## src/rtl/tcb_pkg.sv

```systemverilog
// shared constants for the scan timer/counter bank
package tcb_pkg;
	// channel numbering
	localparam int NUM_CHAN = 64;
	localparam int CHAN_W = 6;
	localparam int REF_FIRST = 'o600; // first channel reference
	localparam int REF_LAST = 'o677; // last channel reference
	localparam int REF_FINE_SEL = 'o770; // special reference for 0.01 s ticks
	localparam logic [CHAN_W-1:0] EXT_CHAN_BASE = 6'h3c; // channel 674
	localparam int NUM_EXT = 4;
	// preset register references, low then high byte, for channels 674..677
	localparam int REF_EXT_LO0 = 'o564;
	localparam int REF_EXT_HI0 = 'o565;
	localparam int REF_EXT_LO1 = 'o566;
	localparam int REF_EXT_HI1 = 'o567;
	localparam int REF_EXT_LO2 = 'o570;
	localparam int REF_EXT_HI2 = 'o571;
	localparam int REF_EXT_LO3 = 'o572;
	localparam int REF_EXT_HI3 = 'o573;
	// register port map (byte registers)
	localparam logic [7:0] ADDR_CTRL = 8'h00;
	localparam logic [7:0] ADDR_STATUS = 8'h01;
	localparam logic [7:0] ADDR_TICKS = 8'h02;
	localparam logic [7:0] ADDR_EXT_BASE = 8'h08; // 8 bytes, lo/hi per channel
	localparam int CTRL_FINE_BIT = 0;
	localparam int CTRL_RUN_BIT = 1;
	localparam int CTRL_EXTP_BIT = 2;
	localparam logic [7:0] CTRL_RESET = 8'h00;
	localparam logic [15:0] EXT_PRESET_RESET = 16'h9999;
	// bcd limits
	localparam logic [15:0] BCD_MIN = 16'h0001;
	localparam logic [15:0] BCD_MAX = 16'h9999;
	// channel word layout
	localparam int ACC_W = 16;
	localparam int WORD_W = 19;
	localparam int F_DONE = 16;
	localparam int F_TIMER = 17;
	localparam int F_PREV = 18;
	// timing
	localparam int CLK_PERIOD_PS = 5000;
	localparam longint FINE_TICK_PS = 64'd10_000_000_000; // 0.01 s
	localparam int FINE_TICK_CYC = int'(FINE_TICK_PS / CLK_PERIOD_PS);
	localparam logic [3:0] COARSE_DIV = 4'h9; // ten fine ticks make 0.1 s
	localparam logic [3:0] MAX_SCAN_TICKS = 4'h9;
	typedef enum logic [1:0] {ST_IDLE, ST_CALC, ST_SWEEP_RD, ST_SWEEP_WR} tcb_state_e;
endpackage : tcb_pkg

```

## src/rtl/tcb_bank.sv

```systemverilog
// scan timer/counter bank: 64 shared channels evaluated one request at a time
`timescale 1ns/1ps
`default_nettype none
// Overview of operation
// - 64 channels, references 600-677, each done
// - presets are four bcd digits 0001-9999
// - enabled timer counts ticks from zero
// - ref 770 selects 0.01 s ticks
// - timer done at preset, stops at 9999
// - timer clears on disable or stop
// - tick derives from the crystal clock
// - counter counts only rising count edges
// - reset true holds counter at zero
// - count with reset records nothing
// - counter done at preset, keeps counting
// - counter values survive power loss
// - 674-677 use external presets, default 9999
// - setpoint unit writes both bytes together
// - preset register pairs 564/565 through 572/573
// - dead region: timers clear, counters freeze
module tcb_bank #(
	parameter int NCHAN = tcb_pkg::NUM_CHAN,
	parameter int FINE_TICK_CYC = tcb_pkg::FINE_TICK_CYC
) (
	input wire logic ref_clk,
	input wire logic resetn,
	input wire logic ce,
	// register port
	input wire logic [7:0] reg_addr,
	input wire logic [7:0] reg_wdata,
	input wire logic reg_wr,
	input wire logic reg_rd,
	output logic [7:0] reg_rdata,
	// scan engine
	input wire logic scan_start,
	input wire logic ev_req,
	output logic ev_ready,
	input wire logic [tcb_pkg::CHAN_W-1:0] ev_chan,
	input wire logic ev_is_timer,
	input wire logic ev_enable,
	input wire logic ev_reset,
	input wire logic ev_region_on,
	input wire logic [15:0] ev_preset,
	output logic ev_ack,
	output logic ev_done,
	output logic [15:0] ev_acc,
	// external setpoint unit
	input wire logic ext_set,
	input wire logic [1:0] ext_sel,
	input wire logic [15:0] ext_bcd
);
	localparam int TW = $clog2(FINE_TICK_CYC + 1);

	if (NCHAN < 1 || NCHAN > tcb_pkg::NUM_CHAN || FINE_TICK_CYC < 1) begin : g_chk
		$error("tcb_bank: unsupported channel count or tick length");
	end

	tcb_pkg::tcb_state_e state_q;
	logic [7:0] ctrl_q;
	logic run_q;
	logic [TW-1:0] tick_div_q;
	logic [3:0] coarse_q;
	logic [3:0] tick_acc_q;
	logic [3:0] scan_ticks_q;
	logic [15:0] ext_q [tcb_pkg::NUM_EXT];
	logic [tcb_pkg::CHAN_W-1:0] chan_q;
	logic tmr_q, en_q, rst_q, reg_on_q;
	logic [15:0] preset_q;
	logic [tcb_pkg::CHAN_W-1:0] sweep_q;
	logic [tcb_pkg::WORD_W-1:0] rd_word;
	logic [tcb_pkg::WORD_W-1:0] calc_word;
	logic [tcb_pkg::WORD_W-1:0] wr_word;
	logic mem_rd, mem_wr;
	logic [tcb_pkg::CHAN_W-1:0] mem_rd_addr, mem_wr_addr;
	logic fine_tick, base_tick;
	logic [15:0] eff_preset;

	// add a small digit to a four-digit bcd value, saturating at 9999
	function automatic logic [15:0] bcd_add(input logic [15:0] v, input logic [3:0] d);
		logic [15:0] r;
		logic [4:0] s;
		logic [3:0] c;
		r = v;
		c = d;
		for (int i = 0; i < 4; i++) begin
			s = {1'b0, r[i*4 +: 4]} + {1'b0, c};
			if (s > 5'd9) begin
				r[i*4 +: 4] = 4'((s - 5'd10));
				c = 4'h1;
			end else begin
				r[i*4 +: 4] = s[3:0];
				c = 4'h0;
			end
		end
		if (c != 4'h0) begin
			r = tcb_pkg::BCD_MAX; // stop at the top value
		end
		return r;
	endfunction : bcd_add

	// valid preset: every digit 0-9 and at least 0001, else clamp
	function automatic logic [15:0] fix_preset(input logic [15:0] p);
		logic ok;
		ok = 1'b1;
		for (int i = 0; i < 4; i++) begin
			if (p[i*4 +: 4] > 4'h9) begin
				ok = 1'b0;
			end
		end
		if (!ok) begin
			return tcb_pkg::BCD_MAX;
		end
		if (p < tcb_pkg::BCD_MIN) begin
			return tcb_pkg::BCD_MIN;
		end
		return p;
	endfunction : fix_preset

	// control register: fine tick select, run, external unit present
	always_ff @(posedge ref_clk or negedge resetn) begin
		if (!resetn) begin
			ctrl_q <= tcb_pkg::CTRL_RESET;
		end else if (ce && reg_wr && reg_addr == tcb_pkg::ADDR_CTRL) begin
			ctrl_q <= reg_wdata;
		end
	end

	// external preset bytes; the setpoint unit loads a whole value at once
	for (genvar g = 0; g < tcb_pkg::NUM_EXT; g++) begin : g_ext
		always_ff @(posedge ref_clk or negedge resetn) begin
			if (!resetn) begin
				ext_q[g] <= tcb_pkg::EXT_PRESET_RESET;
			end else if (ce && ext_set && ext_sel == 2'(g)) begin
				ext_q[g] <= ext_bcd;
			end else if (ce && reg_wr && reg_addr == tcb_pkg::ADDR_EXT_BASE + 8'(2 * g)) begin
				ext_q[g][7:0] <= reg_wdata;
			end else if (ce && reg_wr && reg_addr == tcb_pkg::ADDR_EXT_BASE + 8'(2 * g + 1)) begin
				ext_q[g][15:8] <= reg_wdata;
			end
		end
	end

	// register read data, valid in the cycle after the read strobe
	always_ff @(posedge ref_clk or negedge resetn) begin
		if (!resetn) begin
			reg_rdata <= 8'h00;
		end else if (ce) begin
			reg_rdata <= 8'h00;
			if (reg_rd) begin
				if (reg_addr == tcb_pkg::ADDR_CTRL) begin
					reg_rdata <= ctrl_q;
				end else if (reg_addr == tcb_pkg::ADDR_STATUS) begin
					reg_rdata <= {5'h00, state_q == tcb_pkg::ST_IDLE, run_q, ctrl_q[tcb_pkg::CTRL_FINE_BIT]};
				end else if (reg_addr == tcb_pkg::ADDR_TICKS) begin
					reg_rdata <= {4'h0, scan_ticks_q};
				end else if (reg_addr[7:3] == tcb_pkg::ADDR_EXT_BASE[7:3]) begin
					reg_rdata <= reg_addr[0] ? ext_q[reg_addr[2:1]][15:8] : ext_q[reg_addr[2:1]][7:0];
				end
			end
		end
	end

	// fine tick from a divider of the crystal clock, never the mains
	always_ff @(posedge ref_clk or negedge resetn) begin
		if (!resetn) begin
			tick_div_q <= '0;
		end else if (ce) begin
			if (!run_q || fine_tick) begin
				tick_div_q <= '0;
			end else begin
				tick_div_q <= tick_div_q + TW'(1);
			end
		end
	end
	assign fine_tick = run_q && (tick_div_q == TW'(FINE_TICK_CYC - 1));

	// coarse prescale: one 0.1 s tick per ten fine ticks unless 770 is set
	always_ff @(posedge ref_clk or negedge resetn) begin
		if (!resetn) begin
			coarse_q <= 4'h0;
		end else if (ce && fine_tick) begin
			coarse_q <= (coarse_q == tcb_pkg::COARSE_DIV) ? 4'h0 : coarse_q + 4'h1;
		end
	end
	assign base_tick = fine_tick && (ctrl_q[tcb_pkg::CTRL_FINE_BIT] || coarse_q == tcb_pkg::COARSE_DIV);

	// ticks gathered over a scan; latched at scan start for every timer of that scan
	always_ff @(posedge ref_clk or negedge resetn) begin
		if (!resetn) begin
			tick_acc_q <= 4'h0;
			scan_ticks_q <= 4'h0;
		end else if (ce) begin
			if (scan_start) begin
				scan_ticks_q <= tick_acc_q;
				tick_acc_q <= base_tick ? 4'h1 : 4'h0;
			end else if (base_tick && tick_acc_q != tcb_pkg::MAX_SCAN_TICKS) begin
				tick_acc_q <= tick_acc_q + 4'h1;
			end
		end
	end

	// run level, delayed once so a stop is seen as an edge
	always_ff @(posedge ref_clk or negedge resetn) begin
		if (!resetn) begin
			run_q <= 1'b0;
		end else if (ce) begin
			run_q <= ctrl_q[tcb_pkg::CTRL_RUN_BIT];
		end
	end

	// request capture
	always_ff @(posedge ref_clk or negedge resetn) begin
		if (!resetn) begin
			chan_q <= '0;
			tmr_q <= 1'b0;
			en_q <= 1'b0;
			rst_q <= 1'b0;
			reg_on_q <= 1'b0;
			preset_q <= tcb_pkg::BCD_MAX;
		end else if (ce && ev_req && ev_ready) begin
			chan_q <= ev_chan;
			tmr_q <= ev_is_timer;
			en_q <= ev_enable;
			rst_q <= ev_reset;
			reg_on_q <= ev_region_on;
			preset_q <= ev_preset;
		end
	end

	// special channels never use the internal preset
	always_comb begin
		eff_preset = fix_preset(preset_q);
		if (chan_q >= tcb_pkg::EXT_CHAN_BASE) begin
			eff_preset = ctrl_q[tcb_pkg::CTRL_EXTP_BIT] ? fix_preset(ext_q[chan_q[1:0]])
				: tcb_pkg::BCD_MAX;
		end
	end

	// per-channel update from the stored word
	always_comb begin
		logic [15:0] acc;
		logic prev;
		acc = rd_word[15:0];
		prev = rd_word[tcb_pkg::F_PREV];
		if (tmr_q) begin
			if (!en_q || !reg_on_q) begin
				acc = 16'h0000;
			end else if (prev && rd_word[tcb_pkg::F_TIMER]) begin
				acc = bcd_add(acc, scan_ticks_q);
			end else begin
				acc = 16'h0000;
			end
			calc_word = {en_q && reg_on_q, 1'b1, (en_q && reg_on_q && acc >= eff_preset), acc};
		end else begin
			if (!rd_word[tcb_pkg::F_TIMER] && !reg_on_q) begin
				calc_word = rd_word;
			end else begin
				if (rst_q) begin
					acc = 16'h0000;
				end else if (rd_word[tcb_pkg::F_TIMER]) begin
					acc = 16'h0000;
				end else if (en_q && !prev) begin
					acc = bcd_add(acc, 4'h1);
				end
				calc_word = {en_q, 1'b0, acc >= eff_preset, acc};
			end
		end
	end

	// sequencer: idle, one compute cycle per request, sweep after a stop
	always_ff @(posedge ref_clk or negedge resetn) begin
		if (!resetn) begin
			state_q <= tcb_pkg::ST_IDLE;
			sweep_q <= '0;
		end else if (ce) begin
			case (state_q)
				tcb_pkg::ST_IDLE: begin
					if (run_q && !ctrl_q[tcb_pkg::CTRL_RUN_BIT]) begin
						state_q <= tcb_pkg::ST_SWEEP_RD;
						sweep_q <= '0;
					end else if (ev_req && ev_ready) begin
						state_q <= tcb_pkg::ST_CALC;
					end
				end
				tcb_pkg::ST_CALC: begin
					state_q <= tcb_pkg::ST_IDLE;
				end
				tcb_pkg::ST_SWEEP_RD: begin
					state_q <= tcb_pkg::ST_SWEEP_WR;
				end
				tcb_pkg::ST_SWEEP_WR: begin
					if (sweep_q == tcb_pkg::CHAN_W'(NCHAN - 1)) begin
						state_q <= tcb_pkg::ST_IDLE;
					end else begin
						state_q <= tcb_pkg::ST_SWEEP_RD;
					end
					sweep_q <= sweep_q + tcb_pkg::CHAN_W'(1);
				end
				default: begin
					state_q <= tcb_pkg::ST_IDLE;
				end
			endcase
		end
	end

	// a request is taken only while idle and running, so no word is read while written;
	// the channel compare is one bit wider so a full bank of 64 does not wrap to zero
	assign ev_ready = state_q == tcb_pkg::ST_IDLE && run_q && ctrl_q[tcb_pkg::CTRL_RUN_BIT]
		&& {1'b0, ev_chan} < (tcb_pkg::CHAN_W + 1)'(NCHAN);

	// memory steering; stopping clears timer words only, counters keep theirs
	always_comb begin
		mem_rd = 1'b0;
		mem_rd_addr = ev_chan;
		mem_wr = 1'b0;
		mem_wr_addr = chan_q;
		wr_word = calc_word;
		if (state_q == tcb_pkg::ST_IDLE) begin
			mem_rd = ev_req && ev_ready;
		end else if (state_q == tcb_pkg::ST_CALC) begin
			mem_wr = 1'b1;
		end else if (state_q == tcb_pkg::ST_SWEEP_RD) begin
			mem_rd = 1'b1;
			mem_rd_addr = sweep_q;
		end else if (state_q == tcb_pkg::ST_SWEEP_WR) begin
			mem_wr = rd_word[tcb_pkg::F_TIMER];
			mem_wr_addr = sweep_q;
			wr_word = {1'b0, 1'b1, 1'b0, 16'h0000};
		end
	end

	tcb_mem #(
		.WIDTH(tcb_pkg::WORD_W),
		.DEPTH(tcb_pkg::NUM_CHAN),
		.AW(tcb_pkg::CHAN_W)
	) u_mem (
		.ref_clk(ref_clk),
		.ce(ce),
		.rd_en(mem_rd),
		.rd_addr(mem_rd_addr),
		.rd_data(rd_word),
		.wr_en(mem_wr),
		.wr_addr(mem_wr_addr),
		.wr_data(wr_word)
	);

	// answer to the scan engine, registered
	always_ff @(posedge ref_clk or negedge resetn) begin
		if (!resetn) begin
			ev_ack <= 1'b0;
			ev_done <= 1'b0;
			ev_acc <= 16'h0000;
		end else if (ce) begin
			ev_ack <= state_q == tcb_pkg::ST_CALC;
			if (state_q == tcb_pkg::ST_CALC) begin
				ev_done <= calc_word[tcb_pkg::F_DONE];
				ev_acc <= calc_word[15:0];
			end
		end
	end
endmodule : tcb_bank
`default_nettype wire

```

## src/rtl/tcb_mem.sv

```systemverilog
// channel state store with registered read data; no reset so values survive
`timescale 1ns/1ps
`default_nettype none
module tcb_mem #(
	parameter int WIDTH = 19,
	parameter int DEPTH = 64,
	parameter int AW = 6
) (
	input wire logic ref_clk,
	input wire logic ce,
	input wire logic rd_en,
	input wire logic [AW-1:0] rd_addr,
	output logic [WIDTH-1:0] rd_data,
	input wire logic wr_en,
	input wire logic [AW-1:0] wr_addr,
	input wire logic [WIDTH-1:0] wr_data
);
	logic [WIDTH-1:0] mem [DEPTH];

	if (DEPTH > (1 << AW)) begin : g_chk
		$error("tcb_mem: depth exceeds address range");
	end

	// write port; contents are kept across reset on purpose
	always_ff @(posedge ref_clk) begin
		if (ce && wr_en) begin
			mem[wr_addr] <= wr_data;
		end
	end

	// registered read port
	always_ff @(posedge ref_clk) begin
		if (ce && rd_en) begin
			rd_data <= mem[rd_addr];
		end
	end
endmodule : tcb_mem
`default_nettype wire

```

## config.mk

```make
export PLATFORM = sky130hd
export DESIGN_NAME = tcb_bank
export DESIGN_NICKNAME = d
export VERILOG_FILES = /design/src/rtl/tcb_pkg.sv /design/src/rtl/tcb_bank.sv /design/src/rtl/tcb_mem.sv
export SDC_FILE = /design/constraint.sdc
export NUM_CORES = 2
export LEC_CHECK = 0
export BUFFER_PORTS_ARGS = -buffer_cell sky130_fd_sc_hd__clkbuf_2
export CAP_MARGIN = 20
export CELL_PAD_IN_SITES_DETAIL_PLACEMENT = 1
export CELL_PAD_IN_SITES_GLOBAL_PLACEMENT = 1
export CORE_MARGIN = 3
export CORE_UTILIZATION = 54
export DETAILED_ROUTE_END_ITERATION = 12
export GPL_ROUTABILITY_DRIVEN = 0
export HOLD_SLACK_MARGIN = 0.1
export PLACE_DENSITY = 0.85
export SYNTH_ARGS = -nofsm -noshare
export SYNTH_HDL_FRONTEND = slang
export SYNTH_SLANG_ARGS = --single-unit
```

## constraint.sdc

```tcl
create_clock -name ref_clk -period 11.1 [get_ports ref_clk]
set_clock_uncertainty 0.1 [all_clocks]
set_input_delay 0 -clock ref_clk [delete_from_list [all_inputs] [get_ports ref_clk]]
set_output_delay 0 -clock ref_clk [all_outputs]
set_load 0.005 [all_outputs]
```

==> results.json <==
{
  "clock_path_buffers": 3,
  "finalCritPeriodShare": 0.962,
  "grt_pass1_vias": 45229,
  "rsz0062_at_grt": "no",
  "clk_latency_ps": 770,
  "synth_top_cell_by_area": "edfxtp_1",
  "cts_made_buffers": 143,
  "tns_ps": 0,
  "rows": 123,
  "crit_path_start_kind": "flop",
  "ios": 95,
  "cpPeakStageDelay_ps": 820,
  "grt_util_all_layers": 0.352,
  "cp-end-kind": "flop",
  "clock_sinks": 1401,
  "maxSlewViolCount": 0,
  "fmax_ghz": 0.0937,
  "wl_met1_um": 74600,
  "die_y_um": 345,
  "drtAntennaViolNets": 0,
  "worst-slew-pin-transition_ps": 1370,
  "synth_cell_types": 83,
  "cts_tree": "built",
  "seq_area_frac_synth": 0.664,
  "setup_viol": 0,
  "core_region_area_sq_um": 113000,
  "synth-main-ff-cell": "edfxtp_1",
  "synth_top_area_share": 0.596,
  "port_buffers": 94,
  "avgRoutedWirePerCell_um": 35.1,
  "p_sw_frac": 0.294,
  "worstPathMaxFanout": 40,
  "wl_met3_um": 23400,
  "vias_per_cell": 7.10,
  "ctsResizeCount": 0,
  "power.leakage_nw": 23.3,
  "path_clk_slew_ps": 60,
  "synth_seq_cells": 1401,
  "whs_ps": 163,
  "outcome": "complete, no violations",
  "power_density_nw_per_um2": 184,
  "start_util": 0.549,
  "antenna_found_initial": 18,
  "synth_edf_count": 1235,
  "cp.arrival_ps": 11080,
  "grt_max_degree": 136,
  "via_count": 43005,
  "syn-cell-area_sq_um": 62200,
  "wl_met2_um": 102000,
  "post_cts_buffers": 0,
  "drcViolationCount": 0,
  "post-place-ws_ps": 1140,
  "cts_hold_buf": 173,
  "cts-root-buf": "clkbuf_16",
  "finalHoldViolCount": 0,
  "layout.nets": 4567,
  "area_growth_pct": 14.5,
  "worstHoldPathType": "input port to flop",
  "critPathRequiredTime_ps": 11500,
  "overflow": 0,
  "synthArstFlopShare": 0.118,
  "pwr-share-clk": 0.364,
  "ys_warn_count": 0,
  "dp_hpwl_um": 116000,
  "power.internal_mw": 9.28,
  "drt_iter0_markers": 5678,
  "die_area_sq_um": 119000,
  "comb_power_share": 0.186,
  "peakVddDrop_mv": 0.162,
  "routed_wl_um": 213000,
  "path_common_cell": "ha_1",
  "cp_slowest_cell": "nor3_1",
  "place_area_sq_um": 64900,
  "period_minus_slack_ps": 10680,
  "fp.dieW_um": 345,
  "max_slew_margin": 0.0626,
  "yosysMostFrequentCell": "edfxtp_1",
  "grt_pass1_wl_um": 311000,
  "drive_gt1_frac": 0.187,
  "setup_slack_ps": 424,
  "netlist_top_cells_count": "edfxtp_1, mux2i_1, nor2_1",
  "seqPwrFrac": 0.450,
  "syn-num-nets": 4267,
  "htree_levels": 4,
  "synthCells": 4137,
  "p_sw_mw": 3.86,
  "fin_total_pwr_mw": 13.1,
  "critical_path_class": "flop to flop",
  "synth.area.top_cells": "edfxtp_1, mux4_2, mux2i_1",
  "cap_violations": 0,
  "topRoutingLayerUsed": "met5",
  "first_pass_iters": 6,
  "avgSynthCellArea_sq_um": 15.0,
  "fin_area_sq_um": 71300
}
[through the flow]
step                      utilization  instances
final                           0.628       6061
after global routing            0.628       6054
after CTS                       0.628       6048
after detailed placement        0.572       5616
after global placement          0.572       5612
after floorplan                     -       4137
[final cells by class]
cell class / count / area (sq um)
repair buffers: 425 / 3450
fillers: 10225 / 42200
diodes: 10 / 25.0
well taps: 1500 / 1880
clock buffers: 179 / 3850
inverters: 150 / 563
multi-input cells: 2316 / 19500
flip-flops and latches: 1401 / 41300
clock inverters: 80 / 691
[metal layers]
metal,vias up,GRT usage
li1,16916,-
met2,3239,0.564
met1,22000,0.441
met3,836,0.0889
met5,-,0
met4,14,0.195
[cell usage in the layout, fill, tap and decap left out, types with 33 or more instances in the layout]
cell and count:
clkbuf_2 94, nor4_1 49, nor2_1 283, edfxtp_1 1235
buf_4 149, nor3_1 37, o21ai_0 82, a22oi_1 45
a22o_1 37, a211oi_1 226, mux2i_1 376, dfstp_2 40
and2_1 48, a31oi_1 35, nand3_1 34, mux4_2 184
inv_1 149, nand4_1 38, clkinv_1 33, dfrtp_1 125
ha_1 61, nor2_2 57, dlygate4sd3_1 172, o32ai_1 39
a21oi_1 110, clkbuf_16 146, mux2_2 43, nand2_1 167
[registers in the layout, indices dropped and copies added (netlist names), 2 cells and up]
signal,flops
u_mem.mem,1216
ext_q,64
tick_div_q,21
u_mem.rd_data,19
ev_acc,16
preset_q,16
ctrl_q,8
reg_rdata,8
chan_q,6
sweep_q,6
coarse_q,4
scan_ticks_q,4
tick_acc_q,4
state_q,2
[logic make-up after synthesis]
kind of cell / share of synthesized area
xor+xnor: 0.00479
compound gates: 0.0903
simple gates: 0.0632
mux: 0.135
flops: 0.664
fa+ha+maj: 0.0126
buf+inv: 0.0299
[critical path, delay by kind of cell (launching register included)]
| kind | cells | cell delay [ps] |
|---|---|---|
| compound gates | 9 | 2730 |
| xor+xnor | 1 | 400 |
| flops | 1 | 540 |
| fa+ha+maj | 9 | 2810 |
| simple gates | 12 | 3230 |
| buf+inv | 1 | 530 |
[power by group through the flow]
stage | Clock, mW | Sequential (mW) | Combinational (mW)
floorplan | 0 | 5.93 | 1.53
global placement | 0 | 5.99 | 2.17
detailed placement | 0 | 6.00 | 2.24
CTS | 4.79 | 5.90 | 2.34
global route | 5.02 | 5.92 | 2.52
finish | 4.78 | 5.92 | 2.44
[final timing paths]
check / startpoint / to / slack [ps] / depth (start not counted)
max: u_mem.rd_data[0] / u_mem.mem[11][16] / 420 / 32
min: reg_wdata[1] / ctrl_q[1] / 160 / 3
max reg2reg: u_mem.rd_data[0] / u_mem.mem[11][16] / 420 / 32
min reg2reg: ev_ack / ev_ack / 400 / 1
max in group asynchronous: resetn / reg_on_q / 9600 / 4
min in group asynchronous: resetn / ext_q[56] / 350 / 3
(Power assumes the default switching activity.)
